## src/hw/mre_pkg.sv

```systemverilog
// constants and types for the reset and processor mode entry block
// assumes one 25 MHz core clock and a 32-bit register bus with byte addresses
`default_nettype none
package mre_pkg;
  // timing
  localparam int unsigned CLK_MHZ = 25;
  localparam int unsigned STRETCH_NS = 640;
  localparam int unsigned STRETCH_CYC = (STRETCH_NS * CLK_MHZ + 999) / 1000;
  localparam int unsigned CNT_W = 5;
  localparam logic [CNT_W-1:0] STRETCH_LAST = CNT_W'(STRETCH_CYC - 1);
  // register byte addresses
  localparam logic [7:0] ADDR_PMR0 = 8'h00;
  localparam logic [7:0] ADDR_CMR0 = 8'h04;
  localparam logic [7:0] ADDR_CSPR = 8'h08;
  localparam logic [7:0] ADDR_STAT = 8'h0C;
  // field positions
  localparam int unsigned PM_SWRST = 3;
  localparam int unsigned CM_WDT_SEL = 6;
  localparam int unsigned ST_CAUSE_PIN = 4;
  localparam int unsigned ST_CAUSE_SW = 5;
  localparam int unsigned ST_CAUSE_WDT = 6;
  localparam int unsigned ST_RAM_BAD = 7;
  localparam int unsigned ST_SUPPLY = 8;
  localparam int unsigned ST_MICRO_BOOT = 9;
  // mode select codes
  localparam logic [1:0] SEL_SINGLE = 2'h0;
  localparam logic [1:0] SEL_EXPAND = 2'h1;
  localparam logic [1:0] SEL_MICRO = 2'h3;
  // reset values
  localparam logic [7:0] CMR0_RST = 8'h00;
  localparam logic [7:0] CSPR_RST = 8'h00;
  // bus responses
  localparam logic [1:0] RESP_OKAY = 2'h0;
  localparam logic [1:0] RESP_SLVERR = 2'h2;
  // synchronised inputs
  localparam int unsigned SYNC_W = 5;
  localparam int unsigned SY_RST = 0;
  localparam int unsigned SY_SUP = 1;
  localparam int unsigned SY_MODE = 2;
  localparam int unsigned SY_BOOT = 3;
  localparam int unsigned SY_HOLD = 4;
  localparam logic [SYNC_W-1:0] SYNC_RST = 5'h18;
  // bus control pins driven during reset
  localparam int unsigned BP_W = 5;
  localparam int unsigned BP_WR = 0;
  localparam int unsigned BP_RD = 1;
  localparam int unsigned BP_BCLK = 2;
  localparam int unsigned BP_HACK = 3;
  localparam int unsigned BP_HIGH = 4;
  typedef enum logic [1:0] {SEQ_HOLD, SEQ_STRETCH, SEQ_RUN} mre_seq_type;
  typedef enum logic [1:0] {MODE_SINGLE, MODE_EXPAND, MODE_MICRO, MODE_BOOT} mre_mode_type;
endpackage
`default_nettype wire

```

## src/hw/mre_reg_if.sv

```systemverilog
// register access carrier between the bus slave and the register file
// assumes both ends run on core_clk
`timescale 1ns/1ps
`default_nettype none
interface mre_reg_if;
  logic wr_en;
  logic [7:0] waddr;
  logic [31:0] wdata;
  logic [3:0] wstrb;
  logic [7:0] raddr;
  logic [31:0] rdata;
  logic wr_ok;
  logic rd_ok;
  modport slave (output wr_en, waddr, wdata, wstrb, raddr, input rdata, wr_ok, rd_ok);
  modport regs (input wr_en, waddr, wdata, wstrb, raddr, output rdata, wr_ok, rd_ok);
endinterface
`default_nettype wire

```

## src/hw/mre_pin_sync.sv

```systemverilog
// three-stage synchronisers for the asynchronous pins
// assumes pins may change at any time; output moves once stages two and three agree
`timescale 1ns/1ps
`default_nettype none
module mre_pin_sync import mre_pkg::*; (
  input wire logic core_clk,
  input wire logic nrst,
  input wire logic [SYNC_W-1:0] pin_in,
  output logic [SYNC_W-1:0] pin_q
);
  logic [SYNC_W-1:0] s1_reg;
  logic [SYNC_W-1:0] s2_reg;
  logic [SYNC_W-1:0] s3_reg;
  genvar i;
  // one chain per pin; stage one feeds stage two only
  generate
    for (i = 0; i < SYNC_W; i++) begin : g_bit
      always_ff @(posedge core_clk) begin
        if (!nrst) begin
          s1_reg[i] <= SYNC_RST[i];
          s2_reg[i] <= SYNC_RST[i];
          s3_reg[i] <= SYNC_RST[i];
          pin_q[i] <= SYNC_RST[i];
        end else begin
          s1_reg[i] <= pin_in[i];
          s2_reg[i] <= s1_reg[i];
          s3_reg[i] <= s2_reg[i];
          // agreement filters a single-cycle metastable settle
          if (s2_reg[i] == s3_reg[i]) begin
            pin_q[i] <= s3_reg[i];
          end
        end
      end
    end
  endgenerate
endmodule
`default_nettype wire

```

## src/hw/mre_axil_slave.sv

```systemverilog
// axi4-lite slave front end for the reset and mode registers
// assumes one write and one read in flight at most; register file decodes addresses
`timescale 1ns/1ps
`default_nettype none
module mre_axil_slave import mre_pkg::*; (
  input wire logic core_clk,
  input wire logic nrst,
  input wire logic s_axi_awvalid,
  output logic s_axi_awready,
  input wire logic [7:0] s_axi_awaddr,
  input wire logic s_axi_wvalid,
  output logic s_axi_wready,
  input wire logic [31:0] s_axi_wdata,
  input wire logic [3:0] s_axi_wstrb,
  output logic s_axi_bvalid,
  input wire logic s_axi_bready,
  output logic [1:0] s_axi_bresp,
  input wire logic s_axi_arvalid,
  output logic s_axi_arready,
  input wire logic [7:0] s_axi_araddr,
  output logic s_axi_rvalid,
  input wire logic s_axi_rready,
  output logic [31:0] s_axi_rdata,
  output logic [1:0] s_axi_rresp,
  mre_reg_if.slave rb
);
  logic aw_hold_reg;
  logic w_hold_reg;
  logic rd_pend_reg;
  // commit once both halves are held and no response is pending
  assign rb.wr_en = aw_hold_reg & w_hold_reg & ~s_axi_bvalid;
  // write channels, taken in either order
  always_ff @(posedge core_clk) begin
    if (!nrst) begin
      s_axi_awready <= 1'b1;
      s_axi_wready <= 1'b1;
      aw_hold_reg <= 1'b0;
      w_hold_reg <= 1'b0;
      s_axi_bvalid <= 1'b0;
      s_axi_bresp <= RESP_OKAY;
      rb.waddr <= 8'h00;
      rb.wdata <= 32'h0;
      rb.wstrb <= 4'h0;
    end else begin
      if (s_axi_awvalid && s_axi_awready) begin
        rb.waddr <= s_axi_awaddr;
        aw_hold_reg <= 1'b1;
        s_axi_awready <= 1'b0;
      end
      if (s_axi_wvalid && s_axi_wready) begin
        rb.wdata <= s_axi_wdata;
        rb.wstrb <= s_axi_wstrb;
        w_hold_reg <= 1'b1;
        s_axi_wready <= 1'b0;
      end
      if (rb.wr_en) begin
        s_axi_bvalid <= 1'b1;
        s_axi_bresp <= rb.wr_ok ? RESP_OKAY : RESP_SLVERR;
      end else if (s_axi_bvalid && s_axi_bready) begin
        s_axi_bvalid <= 1'b0;
        aw_hold_reg <= 1'b0;
        w_hold_reg <= 1'b0;
        s_axi_awready <= 1'b1;
        s_axi_wready <= 1'b1;
      end
    end
  end
  // read channel: address held one cycle, then data from the register mux
  always_ff @(posedge core_clk) begin
    if (!nrst) begin
      s_axi_arready <= 1'b1;
      rd_pend_reg <= 1'b0;
      s_axi_rvalid <= 1'b0;
      s_axi_rdata <= 32'h0;
      s_axi_rresp <= RESP_OKAY;
      rb.raddr <= 8'h00;
    end else begin
      if (s_axi_arvalid && s_axi_arready) begin
        rb.raddr <= s_axi_araddr;
        s_axi_arready <= 1'b0;
        rd_pend_reg <= 1'b1;
      end else if (rd_pend_reg) begin
        rd_pend_reg <= 1'b0;
        s_axi_rvalid <= 1'b1;
        s_axi_rdata <= rb.rdata;
        s_axi_rresp <= rb.rd_ok ? RESP_OKAY : RESP_SLVERR;
      end else if (s_axi_rvalid && s_axi_rready) begin
        s_axi_rvalid <= 1'b0;
        s_axi_arready <= 1'b1;
      end
    end
  end
endmodule
`default_nettype wire

```

## src/hw/mre_reset_mode.sv

```systemverilog
// reset sequencer and processor mode selection with its register file
// assumes core_clk is the running main oscillator; pins arrive asynchronously
//
// Our own choices: the address map and the AXI4-Lite interface to the registers.
`timescale 1ns/1ps
`default_nettype none
module mre_reset_mode import mre_pkg::*; (
  input wire logic core_clk,
  input wire logic nrst,
  input wire logic reset_pin_n,
  input wire logic supply_stable,
  input wire logic mode_entry_pin,
  input wire logic boot_entry_pin,
  input wire logic bus_hold_req_n,
  input wire logic wdt_underflow,
  input wire logic ram_wr_active,
  input wire logic s_axi_awvalid,
  output logic s_axi_awready,
  input wire logic [7:0] s_axi_awaddr,
  input wire logic s_axi_wvalid,
  output logic s_axi_wready,
  input wire logic [31:0] s_axi_wdata,
  input wire logic [3:0] s_axi_wstrb,
  output logic s_axi_bvalid,
  input wire logic s_axi_bready,
  output logic [1:0] s_axi_bresp,
  input wire logic s_axi_arvalid,
  output logic s_axi_arready,
  input wire logic [7:0] s_axi_araddr,
  output logic s_axi_rvalid,
  input wire logic s_axi_rready,
  output logic [31:0] s_axi_rdata,
  output logic [1:0] s_axi_rresp,
  output logic cpu_reset_n,
  output logic cpu_vector_fetch,
  output logic port_force_reset,
  output logic osc_restart,
  output logic pullup_allow,
  output logic bus_ports_en,
  output logic int_rom_en,
  output logic boot_rom_sel,
  output logic [7:0] count_source_prescaler,
  output logic [BP_W-1:0] bus_pin_out,
  output logic [BP_W-1:0] bus_pin_oe
);
  mre_reg_if rbus ();
  logic [SYNC_W-1:0] pins_q;
  logic pin_n;
  logic pin_n_d_reg;
  logic sup_ok;
  mre_seq_type seq_reg;
  logic [CNT_W-1:0] cnt_reg;
  logic [1:0] mode_sel_reg;
  logic boot_reg;
  logic micro_start_reg;
  logic [7:0] clock_mode_reg0_reg;
  logic [7:0] count_source_prescaler_reg;
  logic sw_req_reg;
  logic soft_trig;
  logic cause_pin_reg;
  logic cause_sw_reg;
  logic cause_wdt_reg;
  logic ram_bad_reg;
  logic bclk_reg;
  logic in_run;
  logic wr_low;
  mre_mode_type mode_now;

  mre_pin_sync u_sync (
    .core_clk(core_clk),
    .nrst(nrst),
    .pin_in({bus_hold_req_n, boot_entry_pin, mode_entry_pin, supply_stable, reset_pin_n}),
    .pin_q(pins_q)
  );

  mre_axil_slave u_bus (
    .core_clk(core_clk),
    .nrst(nrst),
    .s_axi_awvalid(s_axi_awvalid),
    .s_axi_awready(s_axi_awready),
    .s_axi_awaddr(s_axi_awaddr),
    .s_axi_wvalid(s_axi_wvalid),
    .s_axi_wready(s_axi_wready),
    .s_axi_wdata(s_axi_wdata),
    .s_axi_wstrb(s_axi_wstrb),
    .s_axi_bvalid(s_axi_bvalid),
    .s_axi_bready(s_axi_bready),
    .s_axi_bresp(s_axi_bresp),
    .s_axi_arvalid(s_axi_arvalid),
    .s_axi_arready(s_axi_arready),
    .s_axi_araddr(s_axi_araddr),
    .s_axi_rvalid(s_axi_rvalid),
    .s_axi_rready(s_axi_rready),
    .s_axi_rdata(s_axi_rdata),
    .s_axi_rresp(s_axi_rresp),
    .rb(rbus.slave)
  );

  // synchronised pin levels
  assign pin_n = pins_q[SY_RST];
  assign sup_ok = pins_q[SY_SUP];
  assign in_run = (seq_reg == SEQ_RUN);
  // only the low byte holds writable register bits
  assign wr_low = rbus.wr_en & rbus.wstrb[0];
  // watchdog only resets when its select bit asks for it
  assign soft_trig = sw_req_reg | (wdt_underflow & clock_mode_reg0_reg[CM_WDT_SEL]);

  // reset sequence: pin hold, release stretch, run
  always_ff @(posedge core_clk) begin
    if (!nrst) begin
      seq_reg <= SEQ_HOLD;
      cnt_reg <= '0;
    end else if (!pin_n) begin
      seq_reg <= SEQ_HOLD;
      cnt_reg <= '0;
    end else begin
      case (seq_reg)
        SEQ_HOLD: begin
          // release only after the synchronised rising edge
          seq_reg <= SEQ_STRETCH;
          cnt_reg <= '0;
        end
        SEQ_STRETCH: begin
          if (cnt_reg == STRETCH_LAST) begin
            seq_reg <= SEQ_RUN;
          end else begin
            cnt_reg <= cnt_reg + 1'b1;
          end
        end
        SEQ_RUN: begin
          if (soft_trig) begin
            seq_reg <= SEQ_STRETCH;
            cnt_reg <= '0;
          end
        end
        default: begin
          seq_reg <= SEQ_HOLD;
        end
      endcase
    end
  end

  // software reset request bit is a self-clearing strobe
  always_ff @(posedge core_clk) begin
    if (!nrst) begin
      sw_req_reg <= 1'b0;
    end else begin
      sw_req_reg <= in_run & wr_low & (rbus.waddr == ADDR_PMR0) & rbus.wdata[PM_SWRST];
    end
  end

  // mode state: pins steer it during hardware reset, software afterwards
  always_ff @(posedge core_clk) begin
    if (!nrst) begin
      mode_sel_reg <= SEL_SINGLE;
      boot_reg <= 1'b0;
      micro_start_reg <= 1'b0;
    end else if (seq_reg == SEQ_HOLD) begin
      // last level seen before release is the one kept
      mode_sel_reg <= pins_q[SY_MODE] ? SEL_MICRO : SEL_SINGLE;
      boot_reg <= pins_q[SY_MODE] & ~pins_q[SY_BOOT];
      micro_start_reg <= pins_q[SY_MODE] & pins_q[SY_BOOT];
    end else if (in_run && wr_low && rbus.waddr == ADDR_PMR0) begin
      // 10b is not a mode; such a write leaves the selection alone
      if (rbus.wdata[1:0] != 2'h2) begin
        mode_sel_reg <= rbus.wdata[1:0];
        boot_reg <= 1'b0;
      end
    end
  end

  // clock mode register is cleared by every kind of reset
  always_ff @(posedge core_clk) begin
    if (!nrst || !in_run) begin
      clock_mode_reg0_reg <= CMR0_RST;
    end else if (wr_low && rbus.waddr == ADDR_CMR0) begin
      clock_mode_reg0_reg <= rbus.wdata[7:0];
    end
  end

  // prescaler survives software and watchdog resets
  always_ff @(posedge core_clk) begin
    if (!nrst || seq_reg == SEQ_HOLD) begin
      count_source_prescaler_reg <= CSPR_RST;
    end else if (in_run && wr_low && rbus.waddr == ADDR_CSPR) begin
      count_source_prescaler_reg <= rbus.wdata[7:0];
    end
  end

  // reset cause and ram damage flags
  always_ff @(posedge core_clk) begin
    if (!nrst) begin
      cause_pin_reg <= 1'b0;
      cause_sw_reg <= 1'b0;
      cause_wdt_reg <= 1'b0;
      ram_bad_reg <= 1'b0;
      pin_n_d_reg <= 1'b0;
    end else begin
      pin_n_d_reg <= pin_n;
      if (seq_reg == SEQ_HOLD) begin
        cause_pin_reg <= 1'b1;
        cause_sw_reg <= 1'b0;
        cause_wdt_reg <= 1'b0;
      end else if (in_run && soft_trig) begin
        cause_pin_reg <= 1'b0;
        cause_sw_reg <= sw_req_reg;
        cause_wdt_reg <= ~sw_req_reg;
      end
      // ram flag is untouched by the pin reset; the set beats a clear
      if (pin_n_d_reg && !pin_n && ram_wr_active) begin
        ram_bad_reg <= 1'b1;
      end else if (wr_low && rbus.waddr == ADDR_STAT && rbus.wdata[ST_RAM_BAD]) begin
        ram_bad_reg <= 1'b0;
      end
    end
  end

  // effective processor mode
  always_comb begin
    if (boot_reg) begin
      mode_now = MODE_BOOT;
    end else if (mode_sel_reg == SEL_MICRO) begin
      mode_now = MODE_MICRO;
    end else if (mode_sel_reg == SEL_EXPAND) begin
      mode_now = MODE_EXPAND;
    end else begin
      mode_now = MODE_SINGLE;
    end
  end

  // reset and memory map outputs, all registered
  always_ff @(posedge core_clk) begin
    if (!nrst) begin
      cpu_reset_n <= 1'b0;
      cpu_vector_fetch <= 1'b0;
      port_force_reset <= 1'b1;
      osc_restart <= 1'b1;
      pullup_allow <= 1'b0;
      bus_ports_en <= 1'b0;
      int_rom_en <= 1'b0;
      boot_rom_sel <= 1'b0;
      count_source_prescaler <= CSPR_RST;
    end else begin
      cpu_reset_n <= in_run;
      cpu_vector_fetch <= in_run & ~cpu_reset_n;
      port_force_reset <= ~in_run;
      osc_restart <= (seq_reg == SEQ_HOLD);
      // pull-ups stay off until the supply is known good
      pullup_allow <= sup_ok;
      bus_ports_en <= (mode_now == MODE_MICRO) || (mode_now == MODE_EXPAND);
      // a part that woke in micro mode keeps its rom off until the next pin reset
      int_rom_en <= (mode_now != MODE_MICRO) && !micro_start_reg;
      boot_rom_sel <= (mode_now == MODE_BOOT);
      count_source_prescaler <= count_source_prescaler_reg;
    end
  end

  // bus strobes during reset in micro mode, only once supply is stable
  always_ff @(posedge core_clk) begin
    if (!nrst) begin
      bclk_reg <= 1'b0;
      bus_pin_out <= '0;
      bus_pin_oe <= '0;
    end else begin
      bclk_reg <= ~bclk_reg;
      bus_pin_out[BP_WR] <= 1'b1;
      bus_pin_out[BP_RD] <= 1'b1;
      bus_pin_out[BP_BCLK] <= bclk_reg;
      bus_pin_out[BP_HACK] <= pins_q[SY_HOLD];
      bus_pin_out[BP_HIGH] <= 1'b1;
      bus_pin_oe <= {BP_W{~in_run & sup_ok & (mode_now == MODE_MICRO)}};
    end
  end

  // address hits
  assign rbus.wr_ok = (rbus.waddr == ADDR_PMR0) || (rbus.waddr == ADDR_CMR0) ||
                      (rbus.waddr == ADDR_CSPR) || (rbus.waddr == ADDR_STAT);

  // read mux; unmapped words read zero with an error response
  always_comb begin
    rbus.rdata = 32'h0;
    rbus.rd_ok = 1'b1;
    if (rbus.raddr == ADDR_PMR0) begin
      rbus.rdata[1:0] = mode_sel_reg;
    end else if (rbus.raddr == ADDR_CMR0) begin
      rbus.rdata[7:0] = clock_mode_reg0_reg;
    end else if (rbus.raddr == ADDR_CSPR) begin
      rbus.rdata[7:0] = count_source_prescaler_reg;
    end else if (rbus.raddr == ADDR_STAT) begin
      rbus.rdata[1:0] = mode_now;
      rbus.rdata[ST_CAUSE_PIN] = cause_pin_reg;
      rbus.rdata[ST_CAUSE_SW] = cause_sw_reg;
      rbus.rdata[ST_CAUSE_WDT] = cause_wdt_reg;
      rbus.rdata[ST_RAM_BAD] = ram_bad_reg;
      rbus.rdata[ST_SUPPLY] = sup_ok;
      rbus.rdata[ST_MICRO_BOOT] = micro_start_reg;
    end else begin
      rbus.rd_ok = 1'b0;
    end
  end
endmodule
`default_nettype wire

```

## config.mk

```make
export PLATFORM = sky130hd
export DESIGN_NAME = mre_reset_mode
export DESIGN_NICKNAME = d
export VERILOG_FILES = /design/src/hw/mre_pkg.sv /design/src/hw/mre_reg_if.sv /design/src/hw/mre_pin_sync.sv /design/src/hw/mre_axil_slave.sv /design/src/hw/mre_reset_mode.sv
export SDC_FILE = /design/constraint.sdc
export NUM_CORES = 1
export LEC_CHECK = 0
export ABC_AREA = 1
export BUFFER_PORTS_ARGS = -buffer_cell sky130_fd_sc_hd__buf_2
export CAP_MARGIN = 20
export CORE_MARGIN = 2
export CORE_UTILIZATION = 50
export CTS_CLUSTER_DIAMETER = 50
export DETAILED_ROUTE_END_ITERATION = 7
export PLACE_DENSITY_LB_ADDON = 0.15
export SLEW_MARGIN = 20
export SYNTH_ARGS = -nofsm -noshare
export SYNTH_HDL_FRONTEND = slang
export SYNTH_SLANG_ARGS = --single-unit
```

## constraint.sdc

```tcl
create_clock -name core_clk -period 1.78 [get_ports core_clk]
set_clock_uncertainty 0.05 [all_clocks]
set_input_delay 0.267 -clock core_clk [delete_from_list [all_inputs] [get_ports core_clk]]
set_output_delay 0.267 -clock core_clk [all_outputs]
set_load 0.02 [all_outputs]
```

==> out/metrics.cfg <==
[outcome]
status=complete, no violations

[final_layout]
drive_above_1_share_pct=21.83
n_antenna_cell=0
area_delta_synth_final_pct=26.15
largest_reg_flops=16
final_common_cell=dfxtp_1
fin_area_um2=5886
nets=767
num-fill-cells=817
mostFrequentLayoutCells=dfxtp_1, nand2_1, buf_2

[placement]
place.port_buffers=81
dp_hpwl_um=7072
post-place-ws_ns=0.1362
place_area_um2=5054
routabilityCongestion=0.7961

[worst_setup_path]
cpMaxStageDelayCell=dfxtp_1
worstSetupPathType=reg -> reg
cp.required_ns=2.12
rrSetupSlack_ns=0.09
reg2reg_to=cnt_reg[3]
worstReg2RegStart=cnt_reg[1]
arrival_ns=2.03
crit_buf_inv=2
path_delay_family=adder cells
slowest_delay_ns=0.32
start_kind=flop
rr_worst_depth=10
crit_start=cnt_reg[1]
end_kind=flop
path_cells=ha_1 -> inv_1 -> nor3_2 -> ha_1 -> o21ai_1 -> nand2_1 -> inv_2 -> nand2_1 -> o21ai_1 -> a21oi_1
cp_max_fo=5

[hold_path]
hold_path_depth=3
holdCritStartpoint=s_axi_awaddr[6]
hold_path_class=in -> reg
hold_end=u_bus.rb.waddr[6]

[clock_network]
cts_sinks=119
clk_pin_slew_ns=0.06
cts_buffers=17
clockRootBuffer=clkbuf_8
clk-insertion-delay-late_ns=0.51
cts_buffer_depth=2
cts_tree=yes
htreeDepth=4

[synth]
synthesis.area_um2=4666
synth.top_cells.by_area=dfxtp_1, nand2_1, a21oi_1
synth_flop_cell=dfxtp_1
synthCells=587
synth_top_area_share_pct=51.06
synth-edff-count=0
synth-async-reset-ratio_pct=0
syn_avg_cell_area_um2=7.948
yosysTopAreaCell=dfxtp_1
synth_cell_type_count=37
seq_area_frac_synth_pct=51.06
yosys_warnings=0
synth_seq_cells=119

[pwr]
p_per_area_nw_per_um2=1113
peakVddDrop_v=0.0007827
p_leak_nw=2.761
design_power_total_mw=6.553

[die]
core_area_um2=9153
dieArea_um2=10120
io_pins=133
die-height_um=100.6
floorplan.initialDensity_pct=50.98
rows=35
die_x_um=100.6

[global_routing]
grt_max_degree=27
grt_antenna_before_repair=0
track_usage_pct=21.21
grt_first_pass_wirelength_um=16760
grt_pass1_vias=3817
grt.overflow.total=0

[detailed_routing]
vias=3904
post_drt_wl_per_cell_um=12.25
viasPerCell=4.755
ant_nets=0
drt_wl_total_um=10060
dr.pass1.iters=4
drc=0
first_iter_violations=119

[timing]
hold_viol_final=0
min_period_ns=1.688
timing.final.ws_setup_ns=0.09233
max_freq_ghz=0.5925
period_share_pct=94.81
fin_setup_tns_ns=0
drv_slew=0
setup-violations-final=0

[run]
cap_violations=0

cell type report:
class	instances	area, um2	share of cell area [%]
Sequential cell	119	2382	40.48
Timing Repair Buffer	115	720.7	12.24
Inverter	69	260.3	4.422
Tap cell	111	138.9	2.360
Clock inverter	14	151.4	2.572
Clock buffer	18	427.9	7.270
Multi-Input combinational cell	375	1804	30.65
worst max path at each step:
stage	end	cells past startpoint
finish	cnt_reg[3]	10
global route	cnt_reg[3]	10
CTS	cnt_reg[3]	10
detailed placement	cnt_reg[4]	11
global placement	cnt_reg[3]	10
floorplan	cnt_reg[3]	10
layer usage:
metal | part of all wire [%] | vias to the layer above | track usage [%]
li1 | - | 2043 | -
met1 | 44 | 1748 | 23.58
met2 | 50 | 89 | 37.74
met3 | 3.4 | 24 | 6.380
met4 | 2.2 | 0 | 8.430
met5 | 0 | - | 0
worst min-delay path: cells and delay by family:
family,cells,cell delay (ns)
buf+inv,1,0.07
compound gates,2,0.19
cell families after synthesis:
logic type	Yosys count	synth area share, %
buffers and inverters	116	12.23
muxes	1	0.2145
other	1	0.08037
AOI/OAI and AO/OA	105	11.91
adders and majority gates	4	1.073
DFF	119	51.06
and+or+nand+nor	241	23.44
what timing repair did:
action	4_1_cts	5_1_grt
pin swaps	0	1
hold endpoints to repair	24	0
setup buffers	0	1
gates resized for setup	1	3
hold buffers	24	0
cloned	0	0
endpoints found under the setup margin	1	4
per-stage QoR:
step / util, % / hold WS, ns / std cells
floorplan: - / 0.2447 / 610
global placement: 55.22 / 0.3401 / 764
detailed placement: 55.22 / 0.3481 / 764
CTS: 64.17 / 0.002199 / 820
global route: 64.31 / 0.001315 / 821
finish: 64.31 / 0.009402 / 821
synth_stat cells, types with 5 or more instances:
library cell,n
dfxtp_1,119
nand2_1,112
inv_1,64
nor2_1,57
a21oi_1,55
o21ai_0,40
nand3_1,36
buf_4,32
clkbuf_1,9
nor2_2,7
or2_2,6
buf_2,5
nor4_1,5
power by group:
part	internal (mW)	total (mW)	switching, mW
Combinational	0.167	0.479	0.312
Clock	2.03	3.27	1.24
Sequential	2.75	2.80	0.0512
Note: power is estimated with default switching activity, not from simulation.
